`config.mk`:
```
export PLATFORM = sky130hd
export DESIGN_NAME = sif_top
export DESIGN_NICKNAME = d
export VERILOG_FILES = /design/src/rtl/sif_pkg.sv /design/src/rtl/sif_top.sv /design/src/rtl/sif_persist.sv /design/src/rtl/sif_pulse_gen.sv
export SDC_FILE = /design/constraint.sdc
export NUM_CORES = 1
export LEC_CHECK = 0
export BUFFER_PORTS_ARGS = -buffer_cell sky130_fd_sc_hd__buf_2
export CAP_MARGIN = 30
export CELL_PAD_IN_SITES_DETAIL_PLACEMENT = 0
export CELL_PAD_IN_SITES_GLOBAL_PLACEMENT = 1
export CORE_ASPECT_RATIO = 1.5
export CORE_UTILIZATION = 42
export CTS_CLUSTER_DIAMETER = 100
export CTS_CLUSTER_SIZE = 25
export DETAILED_ROUTE_END_ITERATION = 7
export HOLD_SLACK_MARGIN = 0.1
export PLACE_DENSITY_LB_ADDON = 0.08
export REMOVE_ABC_BUFFERS = 1
export SKIP_LAST_GASP = 1
export SYNTH_ARGS = -nofsm -noshare
export SYNTH_HDL_FRONTEND = slang
export SYNTH_SLANG_ARGS = --single-unit
```
`constraint.sdc`:
```
create_clock -name REF_CLK -period 3.3 [get_ports REF_CLK]
set_clock_uncertainty 0.05 [all_clocks]
set_input_delay 0.495 -clock REF_CLK [delete_from_list [all_inputs] [get_ports REF_CLK]]
set_output_delay 0.495 -clock REF_CLK [all_outputs]
set_load 0.01 [all_outputs]
```
`src/rtl/sif_pkg.sv`:
```
package sif_pkg;

    // Register offsets on the device's byte-wide register port.
    localparam logic [7:0] SIF_OFS_FILTER = 8'h0c;
    localparam logic [7:0] SIF_OFS_WAITCFG = 8'h0d;
    localparam logic [7:0] SIF_OFS_PULSES = 8'h0e;
    localparam logic [7:0] SIF_OFS_AFE = 8'h0f;

    // Values after reset.
    localparam logic [7:0] SIF_RST_FILTER = 8'h00;
    localparam logic [7:0] SIF_RST_PULSES = 8'h00;
    localparam logic [7:0] SIF_RST_AFE = 8'h00;
    localparam logic SIF_RST_WAIT_MULT = 1'b0;

    // Field positions.
    localparam int SIF_LIGHT_FILT_LSB = 0;
    localparam int SIF_PROX_FILT_LSB = 4;
    localparam int SIF_WAIT_MULT_BIT = 1;
    localparam int SIF_LIGHT_GAIN_LSB = 0;
    localparam int SIF_PROX_GAIN_LSB = 2;
    localparam int SIF_DIODE_LSB = 4;
    localparam int SIF_LED_CUR_LSB = 6;

    // Timing.
    localparam int SIF_CLK_PERIOD_NS = 50;
    localparam int SIF_CLK_HZ = 20_000_000;
    localparam int SIF_PULSE_RATE_HZ = 62_500;
    localparam int SIF_PULSE_PERIOD_CYC = SIF_CLK_HZ / SIF_PULSE_RATE_HZ;
    localparam int SIF_PULSE_HIGH_CYC = SIF_PULSE_PERIOD_CYC / 2;
    localparam int SIF_WAIT_STEP_NS = 2_720_000;
    localparam int SIF_WAIT_STEP_CYC = SIF_WAIT_STEP_NS / SIF_CLK_PERIOD_NS;
    localparam logic [3:0] SIF_LONG_WAIT_FACTOR = 4'hc;
    localparam logic [8:0] SIF_WAIT_WRAP = 9'h100;

    // Persistence codes at or below this map one to one on the light path.
    localparam logic [3:0] SIF_LIGHT_DIRECT_MAX = 4'h3;
    localparam logic [5:0] SIF_LIGHT_STEP = 6'h05;
    localparam logic [5:0] SIF_LIGHT_OFFSET = 6'h0f;

    typedef struct packed {
        logic done;
        logic [15:0] value;
        logic [15:0] low;
        logic [15:0] high;
    } sif_meas_t;

    typedef enum logic [2:0] {
        SIF_ST_IDLE = 3'b000,
        SIF_ST_LIGHT = 3'b001,
        SIF_ST_PULSE = 3'b010,
        SIF_ST_PROX = 3'b011,
        SIF_ST_WAIT = 3'b100
    } sif_state_t;

endpackage

```
`src/rtl/sif_top.sv`:
```
// Behaviour
// - Separate interrupt filters for light and proximity.
// - Light filter uses first channel result only.
// - Light code zero: interrupt every light cycle.
// - Light codes one to three: that many.
// - Light codes four up: five per step.
// - Proximity code zero: interrupt every proximity cycle.
// - Proximity code N needs N consecutive results.
// - Wait multiplier bit stretches waits twelvefold.
// - Proximity cycle follows each light cycle.
// - Burst of programmed LED pulses at 62.5 kHz.
// - Bits 7:6 select LED drive current.
// - Proximity gain 00 (bits 3:2 pass to PROX_GAIN_SEL as written, not forced); light gain 1/8/16/120.
// - Below low or above high is out.
// - Wait counts 2.72 ms steps, two's complement.
// - Filtered interrupts need their enable bit.
`timescale 1ns/10ps
`default_nettype none

module sif_top #(
    parameter int WAIT_STEP_CYC = sif_pkg::SIF_WAIT_STEP_CYC
) (
    input wire logic REF_CLK, // System clock, 20 MHz.
    input wire logic RSTN, // Asynchronous reset, active low.
    input wire logic [7:0] REG_ADDR, // Register address.
    input wire logic REG_WR, // Write strobe, one cycle.
    input wire logic [7:0] REG_WDATA, // Write data.
    output logic [7:0] REG_RDATA, // Registered read data.
    input wire logic RUN, // Powered and light measurement enabled.
    input wire logic PROX_ENABLE, // Proximity function enabled.
    input wire logic WAIT_ENABLE, // Wait state enabled.
    input wire logic LIGHT_IRQ_ENABLE, // Light interrupt enable.
    input wire logic PROX_IRQ_ENABLE, // Proximity interrupt enable.
    input wire logic [7:0] WAIT_PERIOD_VALUE, // Wait steps, two's compl.
    input wire logic LIGHT_DONE, // Light integration complete.
    input wire logic [15:0] LIGHT_CH0, // First light channel result.
    input wire logic [15:0] LIGHT_LOW_THR, // Light low threshold.
    input wire logic [15:0] LIGHT_HIGH_THR, // Light high threshold.
    input wire logic PROX_DONE, // Proximity integration complete.
    input wire logic [15:0] PROX_DATA, // Proximity result.
    input wire logic [15:0] PROX_LOW_THR, // Proximity low threshold.
    input wire logic [15:0] PROX_HIGH_THR, // Proximity high threshold.
    output logic LIGHT_START, // One-cycle start of light cycle.
    output logic LED_PULSE, // LED pulse train.
    output logic WAITING, // Sequencer in wait state.
    output logic [1:0] LED_CURRENT_SEL, // LED drive current code.
    output logic [1:0] PROX_PHOTODIODE_SEL, // Proximity diode code.
    output logic [1:0] PROX_GAIN_SEL, // Proximity gain code.
    output logic [1:0] LIGHT_GAIN_SEL, // Light gain code.
    output logic LIGHT_IRQ, // One-cycle filtered light event.
    output logic PROX_IRQ // One-cycle filtered proximity event.
);
    import sif_pkg::*;

    localparam int WDW = $clog2(WAIT_STEP_CYC);
    localparam logic [WDW-1:0] WDIV_LAST = WDW'(WAIT_STEP_CYC - 1);

    typedef struct packed {
        sif_state_t st;
        logic [7:0] filter;
        logic wait_mult;
        logic [7:0] pulses;
        logic [7:0] afe;
        logic [7:0] rdata;
        logic light_start;
        logic pulse_start;
        logic [8:0] steps;
        logic [3:0] mult;
        logic [WDW-1:0] div;
    } sif_top_t;

    sif_top_t st_ff;
    sif_top_t nxt_st;
    sif_meas_t meas [2];
    logic [3:0] codes [2];
    logic irq_en [2];
    logic irq_evt [2];
    logic pulse_done;
    logic cycle_end;
    logic step_tick;

    // Channel 0 is light, channel 1 is proximity.
    always_comb begin
        meas[0].done = LIGHT_DONE && (st_ff.st == SIF_ST_LIGHT);
        meas[0].value = LIGHT_CH0;
        meas[0].low = LIGHT_LOW_THR;
        meas[0].high = LIGHT_HIGH_THR;
        meas[1].done = PROX_DONE && (st_ff.st == SIF_ST_PROX);
        meas[1].value = PROX_DATA;
        meas[1].low = PROX_LOW_THR;
        meas[1].high = PROX_HIGH_THR;
        codes[0] = st_ff.filter[SIF_LIGHT_FILT_LSB +: 4];
        codes[1] = st_ff.filter[SIF_PROX_FILT_LSB +: 4];
        irq_en[0] = LIGHT_IRQ_ENABLE;
        irq_en[1] = PROX_IRQ_ENABLE;
    end

    for (genvar g = 0; g < 2; g++) begin : g_filter
        sif_persist #(
            .IS_LIGHT(g == 0)
        ) u_persist (
            .clk(REF_CLK),
            .rst_n(RSTN),
            .meas(meas[g]),
            .code(codes[g]),
            .irq_enable(irq_en[g]),
            .irq(irq_evt[g])
        );
    end

    sif_pulse_gen u_pulse (
        .clk(REF_CLK),
        .rst_n(RSTN),
        .start(st_ff.pulse_start),
        .count(st_ff.pulses),
        .led(LED_PULSE),
        .done(pulse_done)
    );

    assign step_tick = (st_ff.div == WDIV_LAST);

    always_comb begin
        nxt_st = st_ff;
        nxt_st.light_start = 1'b0;
        nxt_st.pulse_start = 1'b0;
        cycle_end = 1'b0;

        if (REG_WR) begin
            case (REG_ADDR)
                SIF_OFS_FILTER: begin
                    nxt_st.filter = REG_WDATA;
                end
                SIF_OFS_WAITCFG: begin
                    // Only the multiplier bit is kept; reserved bits read 0.
                    nxt_st.wait_mult = REG_WDATA[SIF_WAIT_MULT_BIT];
                end
                SIF_OFS_PULSES: begin
                    nxt_st.pulses = REG_WDATA;
                end
                SIF_OFS_AFE: begin
                    nxt_st.afe = REG_WDATA;
                end
                default: begin
                end
            endcase
        end

        case (REG_ADDR)
            SIF_OFS_FILTER: nxt_st.rdata = st_ff.filter;
            SIF_OFS_WAITCFG: begin
                nxt_st.rdata = 8'h00;
                nxt_st.rdata[SIF_WAIT_MULT_BIT] = st_ff.wait_mult;
            end
            SIF_OFS_PULSES: nxt_st.rdata = st_ff.pulses;
            SIF_OFS_AFE: nxt_st.rdata = st_ff.afe;
            default: nxt_st.rdata = 8'h00;
        endcase

        case (st_ff.st)
            SIF_ST_IDLE: begin
                if (RUN) begin
                    nxt_st.st = SIF_ST_LIGHT;
                    nxt_st.light_start = 1'b1;
                end
            end
            SIF_ST_LIGHT: begin
                if (LIGHT_DONE) begin
                    if (PROX_ENABLE) begin
                        nxt_st.st = SIF_ST_PULSE;
                        nxt_st.pulse_start = 1'b1;
                    end else begin
                        cycle_end = 1'b1;
                    end
                end
            end
            SIF_ST_PULSE: begin
                if (pulse_done) begin
                    nxt_st.st = SIF_ST_PROX;
                end
            end
            SIF_ST_PROX: begin
                if (PROX_DONE) begin
                    cycle_end = 1'b1;
                end
            end
            SIF_ST_WAIT: begin
                // Steps of the base period; each step is repeated twelve
                // times when the multiplier is on.
                nxt_st.div = step_tick ? '0 : st_ff.div + 1'b1;
                if (step_tick) begin
                    if (st_ff.wait_mult &&
                        st_ff.mult != SIF_LONG_WAIT_FACTOR - 4'h1) begin
                        nxt_st.mult = st_ff.mult + 4'h1;
                    end else begin
                        nxt_st.mult = 4'h0;
                        nxt_st.steps = st_ff.steps - 9'h001;
                        if (st_ff.steps == 9'h001) begin
                            nxt_st.st = SIF_ST_IDLE;
                        end
                    end
                end
            end
            default: begin
                nxt_st.st = SIF_ST_IDLE;
            end
        endcase

        if (cycle_end) begin
            nxt_st.div = '0;
            nxt_st.mult = 4'h0;
            // Value 0xff gives one step, 0x00 gives 256.
            nxt_st.steps = SIF_WAIT_WRAP - {1'b0, WAIT_PERIOD_VALUE};
            nxt_st.st = WAIT_ENABLE ? SIF_ST_WAIT : SIF_ST_IDLE;
        end
    end

    always_ff @(posedge REF_CLK or negedge RSTN) begin
        if (!RSTN) begin
            st_ff <= '0;
            st_ff.st <= SIF_ST_IDLE;
            st_ff.filter <= SIF_RST_FILTER;
            st_ff.wait_mult <= SIF_RST_WAIT_MULT;
            st_ff.pulses <= SIF_RST_PULSES;
            st_ff.afe <= SIF_RST_AFE;
        end else begin
            st_ff <= nxt_st;
        end
    end

    assign REG_RDATA = st_ff.rdata;
    assign LIGHT_START = st_ff.light_start;
    assign WAITING = (st_ff.st == SIF_ST_WAIT);
    assign LED_CURRENT_SEL = st_ff.afe[SIF_LED_CUR_LSB +: 2];
    assign PROX_PHOTODIODE_SEL = st_ff.afe[SIF_DIODE_LSB +: 2];
    assign PROX_GAIN_SEL = st_ff.afe[SIF_PROX_GAIN_LSB +: 2];
    assign LIGHT_GAIN_SEL = st_ff.afe[SIF_LIGHT_GAIN_LSB +: 2];
    assign LIGHT_IRQ = irq_evt[0];
    assign PROX_IRQ = irq_evt[1];

endmodule // sif_top

`default_nettype wire

```
`src/rtl/sif_persist.sv`:
```
`timescale 1ns/10ps
`default_nettype none

module sif_persist #(
    parameter bit IS_LIGHT = 1'b1
) (
    input wire logic clk, // System clock.
    input wire logic rst_n, // Asynchronous reset, active low.
    input wire sif_pkg::sif_meas_t meas, // Completed result and window.
    input wire logic [3:0] code, // Persistence code of this channel.
    input wire logic irq_enable, // Lets the filtered event out.
    output logic irq // One-cycle filtered interrupt event.
);
    import sif_pkg::*;

    typedef struct packed {
        logic [5:0] cnt;
        logic irq;
    } sif_persist_t;

    sif_persist_t st_ff;
    sif_persist_t nxt_st;
    logic [5:0] need;
    logic [5:0] code6;
    logic out_of_range;

    always_comb begin
        code6 = {2'b00, code};
        if (!IS_LIGHT || code <= SIF_LIGHT_DIRECT_MAX) begin
            need = code6;
        end else begin
            need = code6 * SIF_LIGHT_STEP - SIF_LIGHT_OFFSET;
        end
    end

    assign out_of_range = (meas.value < meas.low) ||
                          (meas.value > meas.high);

    always_comb begin
        nxt_st = st_ff;
        nxt_st.irq = 1'b0;
        if (meas.done) begin
            if (code == 4'h0) begin
                nxt_st.cnt = 6'h00;
                nxt_st.irq = irq_enable;
            end else if (!out_of_range) begin
                nxt_st.cnt = 6'h00;
            end else if (st_ff.cnt < need) begin
                // The count saturates so a long run raises one event only.
                nxt_st.cnt = st_ff.cnt + 6'h01;
                nxt_st.irq = irq_enable &&
                             (st_ff.cnt + 6'h01 == need);
            end
        end
    end

    always_ff @(posedge clk or negedge rst_n) begin
        if (!rst_n) begin
            st_ff <= '0;
        end else begin
            st_ff <= nxt_st;
        end
    end

    assign irq = st_ff.irq;

endmodule // sif_persist

`default_nettype wire

```
`src/rtl/sif_pulse_gen.sv`:
```
`timescale 1ns/10ps
`default_nettype none

module sif_pulse_gen #(
    parameter int PERIOD_CYC = sif_pkg::SIF_PULSE_PERIOD_CYC,
    parameter int HIGH_CYC = sif_pkg::SIF_PULSE_HIGH_CYC
) (
    input wire logic clk, // System clock.
    input wire logic rst_n, // Asynchronous reset, active low.
    input wire logic start, // One-cycle request for a pulse burst.
    input wire logic [7:0] count, // Pulses in the burst.
    output logic led, // LED drive pulse train.
    output logic done // One-cycle end of burst.
);
    import sif_pkg::*;

    localparam int DW = $clog2(PERIOD_CYC);
    localparam logic [DW-1:0] DIV_LAST = DW'(PERIOD_CYC - 1);
    localparam logic [DW-1:0] DIV_HIGH = DW'(HIGH_CYC);

    typedef struct packed {
        logic busy;
        logic [7:0] remain;
        logic [DW-1:0] div;
        logic led;
        logic done;
    } sif_pulse_t;

    sif_pulse_t st_ff;
    sif_pulse_t nxt_st;

    always_comb begin
        nxt_st = st_ff;
        nxt_st.done = 1'b0;
        if (!st_ff.busy) begin
            if (start) begin
                nxt_st.div = '0;
                nxt_st.remain = count;
                nxt_st.busy = (count != 8'h00);
                nxt_st.done = (count == 8'h00);
            end
        end else if (st_ff.div == DIV_LAST) begin
            nxt_st.div = '0;
            nxt_st.remain = st_ff.remain - 8'h01;
            if (st_ff.remain == 8'h01) begin
                nxt_st.busy = 1'b0;
                nxt_st.done = 1'b1;
            end
        end else begin
            nxt_st.div = st_ff.div + 1'b1;
        end
        nxt_st.led = nxt_st.busy && (nxt_st.div < DIV_HIGH);
    end

    always_ff @(posedge clk or negedge rst_n) begin
        if (!rst_n) begin
            st_ff <= '0;
        end else begin
            st_ff <= nxt_st;
        end
    end

    assign led = st_ff.led;
    assign done = st_ff.done;

endmodule // sif_pulse_gen

`default_nettype wire

```
==> flow_metrics.env <==
export IMPL_status="completed"
export IMPL_synth_common_cells="sky130_fd_sc_hd__dfrtp_1 (101), sky130_fd_sc_hd__ha_1 (91), sky130_fd_sc_hd__inv_1 (88)"
export IMPL_cts_tree="yes"
export IMPL_final_max_tran_viols=0
export IMPL_finish_cell_count_without_fillers=1190
export IMPL_synth_sequential_area_ratio_pct=34.1
export IMPL_achievable_frequency_ghz=0.326
export IMPL_critical_path_cell_chain="ha_1 > ha_1 > ha_1 > a31oi_1 > xnor2_1 > nand2b_1 > ha_1 > nand2_1 > a21oi_1 > nor3_1 > nor2b_2 > mux2_2"
export IMPL_clk_path_buf_depth=2
export IMPL_yosys_area_share_simple_pct=18.3
export IMPL_placement_io_buffers=150
export IMPL_setup_tns_ps=0
export IMPL_slew_headroom_pct=48.0
export IMPL_final_hold_viol_count=0
export IMPL_total_via_count_after_detailed_routing=6256
export IMPL_synth_edff_count=0
export IMPL_post_route_cells_drive_above_1_share_pct=22.8
export IMPL_worst_path_largest_cell_delay_ps=420
export IMPL_fin_nets=1194
export IMPL_syn_avg_cell_area_sq_um=8.91
export IMPL_ys_flop_type="sky130_fd_sc_hd__dfrtp_1"
export IMPL_yosys_area_share_xor_xnor_pct=3.78
export IMPL_syn_inst=831
export IMPL_cts_hold_buffers_added=0
export IMPL_critical_path_n_buffers_inverters=0
export IMPL_initialDrtViolationCount=198
export IMPL_drv_max_cap_violation_count=0
export IMPL_worst_setup_path_start_kind="flip-flop"
export IMPL_later_pin_clock_latency_in_the_skew_report_ps=340
export IMPL_worst_slew_pin_transition_ps=773
export IMPL_num_io_pins=151
export IMPL_dieArea_sq_mm=0.0182
export IMPL_crit_slowest_cell="sky130_fd_sc_hd__dfrtp_1"
export IMPL_cts_root_buffer_cell="sky130_fd_sc_hd__clkbuf_16"
export IMPL_die_x_um=110
export IMPL_vdd_ir_drop_worst_uv=327
export IMPL_timing_critical_path_arrival_ps=3240
export IMPL_start_util_pct=42.9
export IMPL_grt_pass1_vias=6361
export IMPL_area_growth_syn_to_layout_pct=17.3
export IMPL_antenna_found_initial=0
export IMPL_overflow=0
export IMPL_finalCritPeriodShare_pct=92.9
export IMPL_yosysTopAreaCellShare_pct=34.1
export IMPL_compound_cell_area_share_of_the_yosys_netlist_pct=15.8
export IMPL_routed_wirelength_mm=17.3
export IMPL_async_reset_ff_share_pct=100
export IMPL_crit_fanout=5
export IMPL_post_layout_total_power_uw=3960
export IMPL_critPathRequiredTime_ps=3480
export IMPL_grt_first_pass_wirelength_mm=29.8
export IMPL_drt_pass1_iter_count=4
export IMPL_cts_resized=0
export IMPL_synth_area_sq_mm=0.00741
export IMPL_synth_cell_types=66
export IMPL_place_ws_ps=231
export IMPL_power_leakage_uw=0.00439
export IMPL_setup_repair_after_global_routing_missed_its_margin="no"
export IMPL_synth_top_family_by_area="simple AND/OR/NAND/NOR gates"
export IMPL_synthMostInstantiatedCell="sky130_fd_sc_hd__dfrtp_1"
export IMPL_critPathKind="flip-flop to flip-flop"
export IMPL_vias_per_cell=5.26
export IMPL_worstHoldPathType="input pin to async pin"
export IMPL_cts_htree_levels=3
export IMPL_post_synth_top_area_cell="sky130_fd_sc_hd__dfrtp_1"
export IMPL_yosys_warnings=0
export IMPL_power_density_mw_per_mm2=456
export IMPL_post_synth_fa_ha_maj_area_fraction_pct=15.4
export IMPL_place_detailed_instances=1175
export IMPL_antenna_left=0
export IMPL_cts_clk_slew_worst_paths_ps=70
export IMPL_gp_congestion=0.818
export IMPL_worst_slack_ps=234
export IMPL_critPathTopFamily="adder cells"
export IMPL_cts_made_buffers=9
export IMPL_core_area_sq_mm=0.0173
export IMPL_worst_path_most_repeated_cell="sky130_fd_sc_hd__ha_1"
export IMPL_detailedPlacementHpwl_mm=13.9
export IMPL_synth_seq_cells=101
export IMPL_setup_viol_count_final=0
export IMPL_grt_max_degree=59
export IMPL_share_of_synthesized_area_spent_on_multiplexers_pct=5.74
export IMPL_rows=59
export IMPL_finalHoldWorstSlack_ps=89.0
export IMPL_clkSinkCount=101
export IMPL_antennaDiodeCount=0
export IMPL_drc=0
export IMPL_drt_wirelength_per_cell_um=14.6
export IMPL_die_height_um=165
export IMPL_synthTopCellsByArea="sky130_fd_sc_hd__dfrtp_1 (34%), sky130_fd_sc_hd__ha_1 (15%), sky130_fd_sc_hd__mux2_2 (5.2%), sky130_fd_sc_hd__inv_1 (4.5%), sky130_fd_sc_hd__o21ai_0 (3.6%)"
export IMPL_critPathCaptureType="flip-flop"
export IMPL_post_cts_setup_buffer_count=0
export IMPL_period_minus_slack_ps=3070
export IMPL_globalRouteTotalUtil_pct=19.9
flip-flops by register name, summed over array words and instances, names as in the netlist:
register / flops
u_pulse.st_ff: 18
PROX_PHOTODIODE_SEL: 2
PROX_GAIN_SEL: 2
st_ff: 42
LIGHT_START: 1
REG_RDATA: 8
u_pulse.done: 1
g_filter.u_persist.st_ff: 12
g_filter.u_persist.irq: 2
u_pulse.led: 1
LED_CURRENT_SEL: 2
codes: 8
LIGHT_GAIN_SEL: 2
worst paths after layout:
path                                                              end                    startpoint  cells after the start  slack (ps)
setup / recovery           g_filter[0].u_persist.st_ff[1]$_DFFE_PN0P_          codes[7]$_DFFE_PN0P_                     12         230
hold / removal                           u_pulse.st_ff[2]$_DFFE_PN0P_                          RSTN                      1          90
setup reg to reg           g_filter[0].u_persist.st_ff[1]$_DFFE_PN0P_          codes[7]$_DFFE_PN0P_                     12         230
hold reg to reg                          u_pulse.st_ff[2]$_DFFE_PN0P_  u_pulse.st_ff[2]$_DFFE_PN0P_                      1         460
max in group asynchronous                       u_pulse.led$_DFF_PN0_                          RSTN                      2        2380
min in group REF_CLK                            st_ff[20]$_DFFE_PN0P_          WAIT_PERIOD_VALUE[0]                      3         340
cell usage in the layout (no fill, tap or decap), drive strengths merged, types with 6 or more instances in the layout:
cell,instances
nand3,26
nor4,11
and3,8
ha,91
a22o,8
o21ai,69
nor3,22
nor2b,15
a31oi,6
nand4,11
buf,161
a21o,9
mux2,34
nor4b,6
o31ai,7
nor2,70
nand2,65
xnor2,25
a22oi,7
clkbuf,9
xor2,7
inv,88
a21oi,43
nand2b,10
dfrtp,101
power breakdown:
group	switching (uW)	internal, uW
registers	198	1430
logic	635	502
clock network	463	739
routing by layer:
| metal | wire (um) | vias to the layer above | global-route usage [%] |
|---|---|---|---|
| li1 | - | 3214 | - |
| met3 | 548 | 7 | 2.75 |
| met1 | 7260 | 2936 | 22.6 |
| met2 | 9390 | 99 | 39.1 |
| met4 | 140 | 0 | 4.55 |
| met5 | 0 | - | 0 |
kinds of logic after synthesis:
family                     after synthesis
and+or+nand+nor                        266
xor gates and xnor gates                32
buffers and inverters                  118
AOI/OAI and AO/OA                      186
muxes                                   37
adders and majority gates               91
DFF                                    101
through the flow:
| step | utilization (%) | area (sq um) |
|---|---|---|
| after floorplan | - | 7230 |
| after global placement | 48.3 | 8350 |
| after detailed placement | 48.3 | 8350 |
| after CTS | 50.3 | 8690 |
| after global routing | 50.3 | 8690 |
| final | 50.3 | 8690 |
cell type report:
class | count | area, sq um
Fill cell | 1732 | 8590
Multi-Input combinational cell | 612 | 4380
Sequential cell | 101 | 2530
Timing Repair Buffer | 161 | 848
Inverter | 88 | 330
Tap cell | 213 | 267
Clock buffer | 9 | 225
Clock inverter | 6 | 113
(Power assumes the default switching activity.)
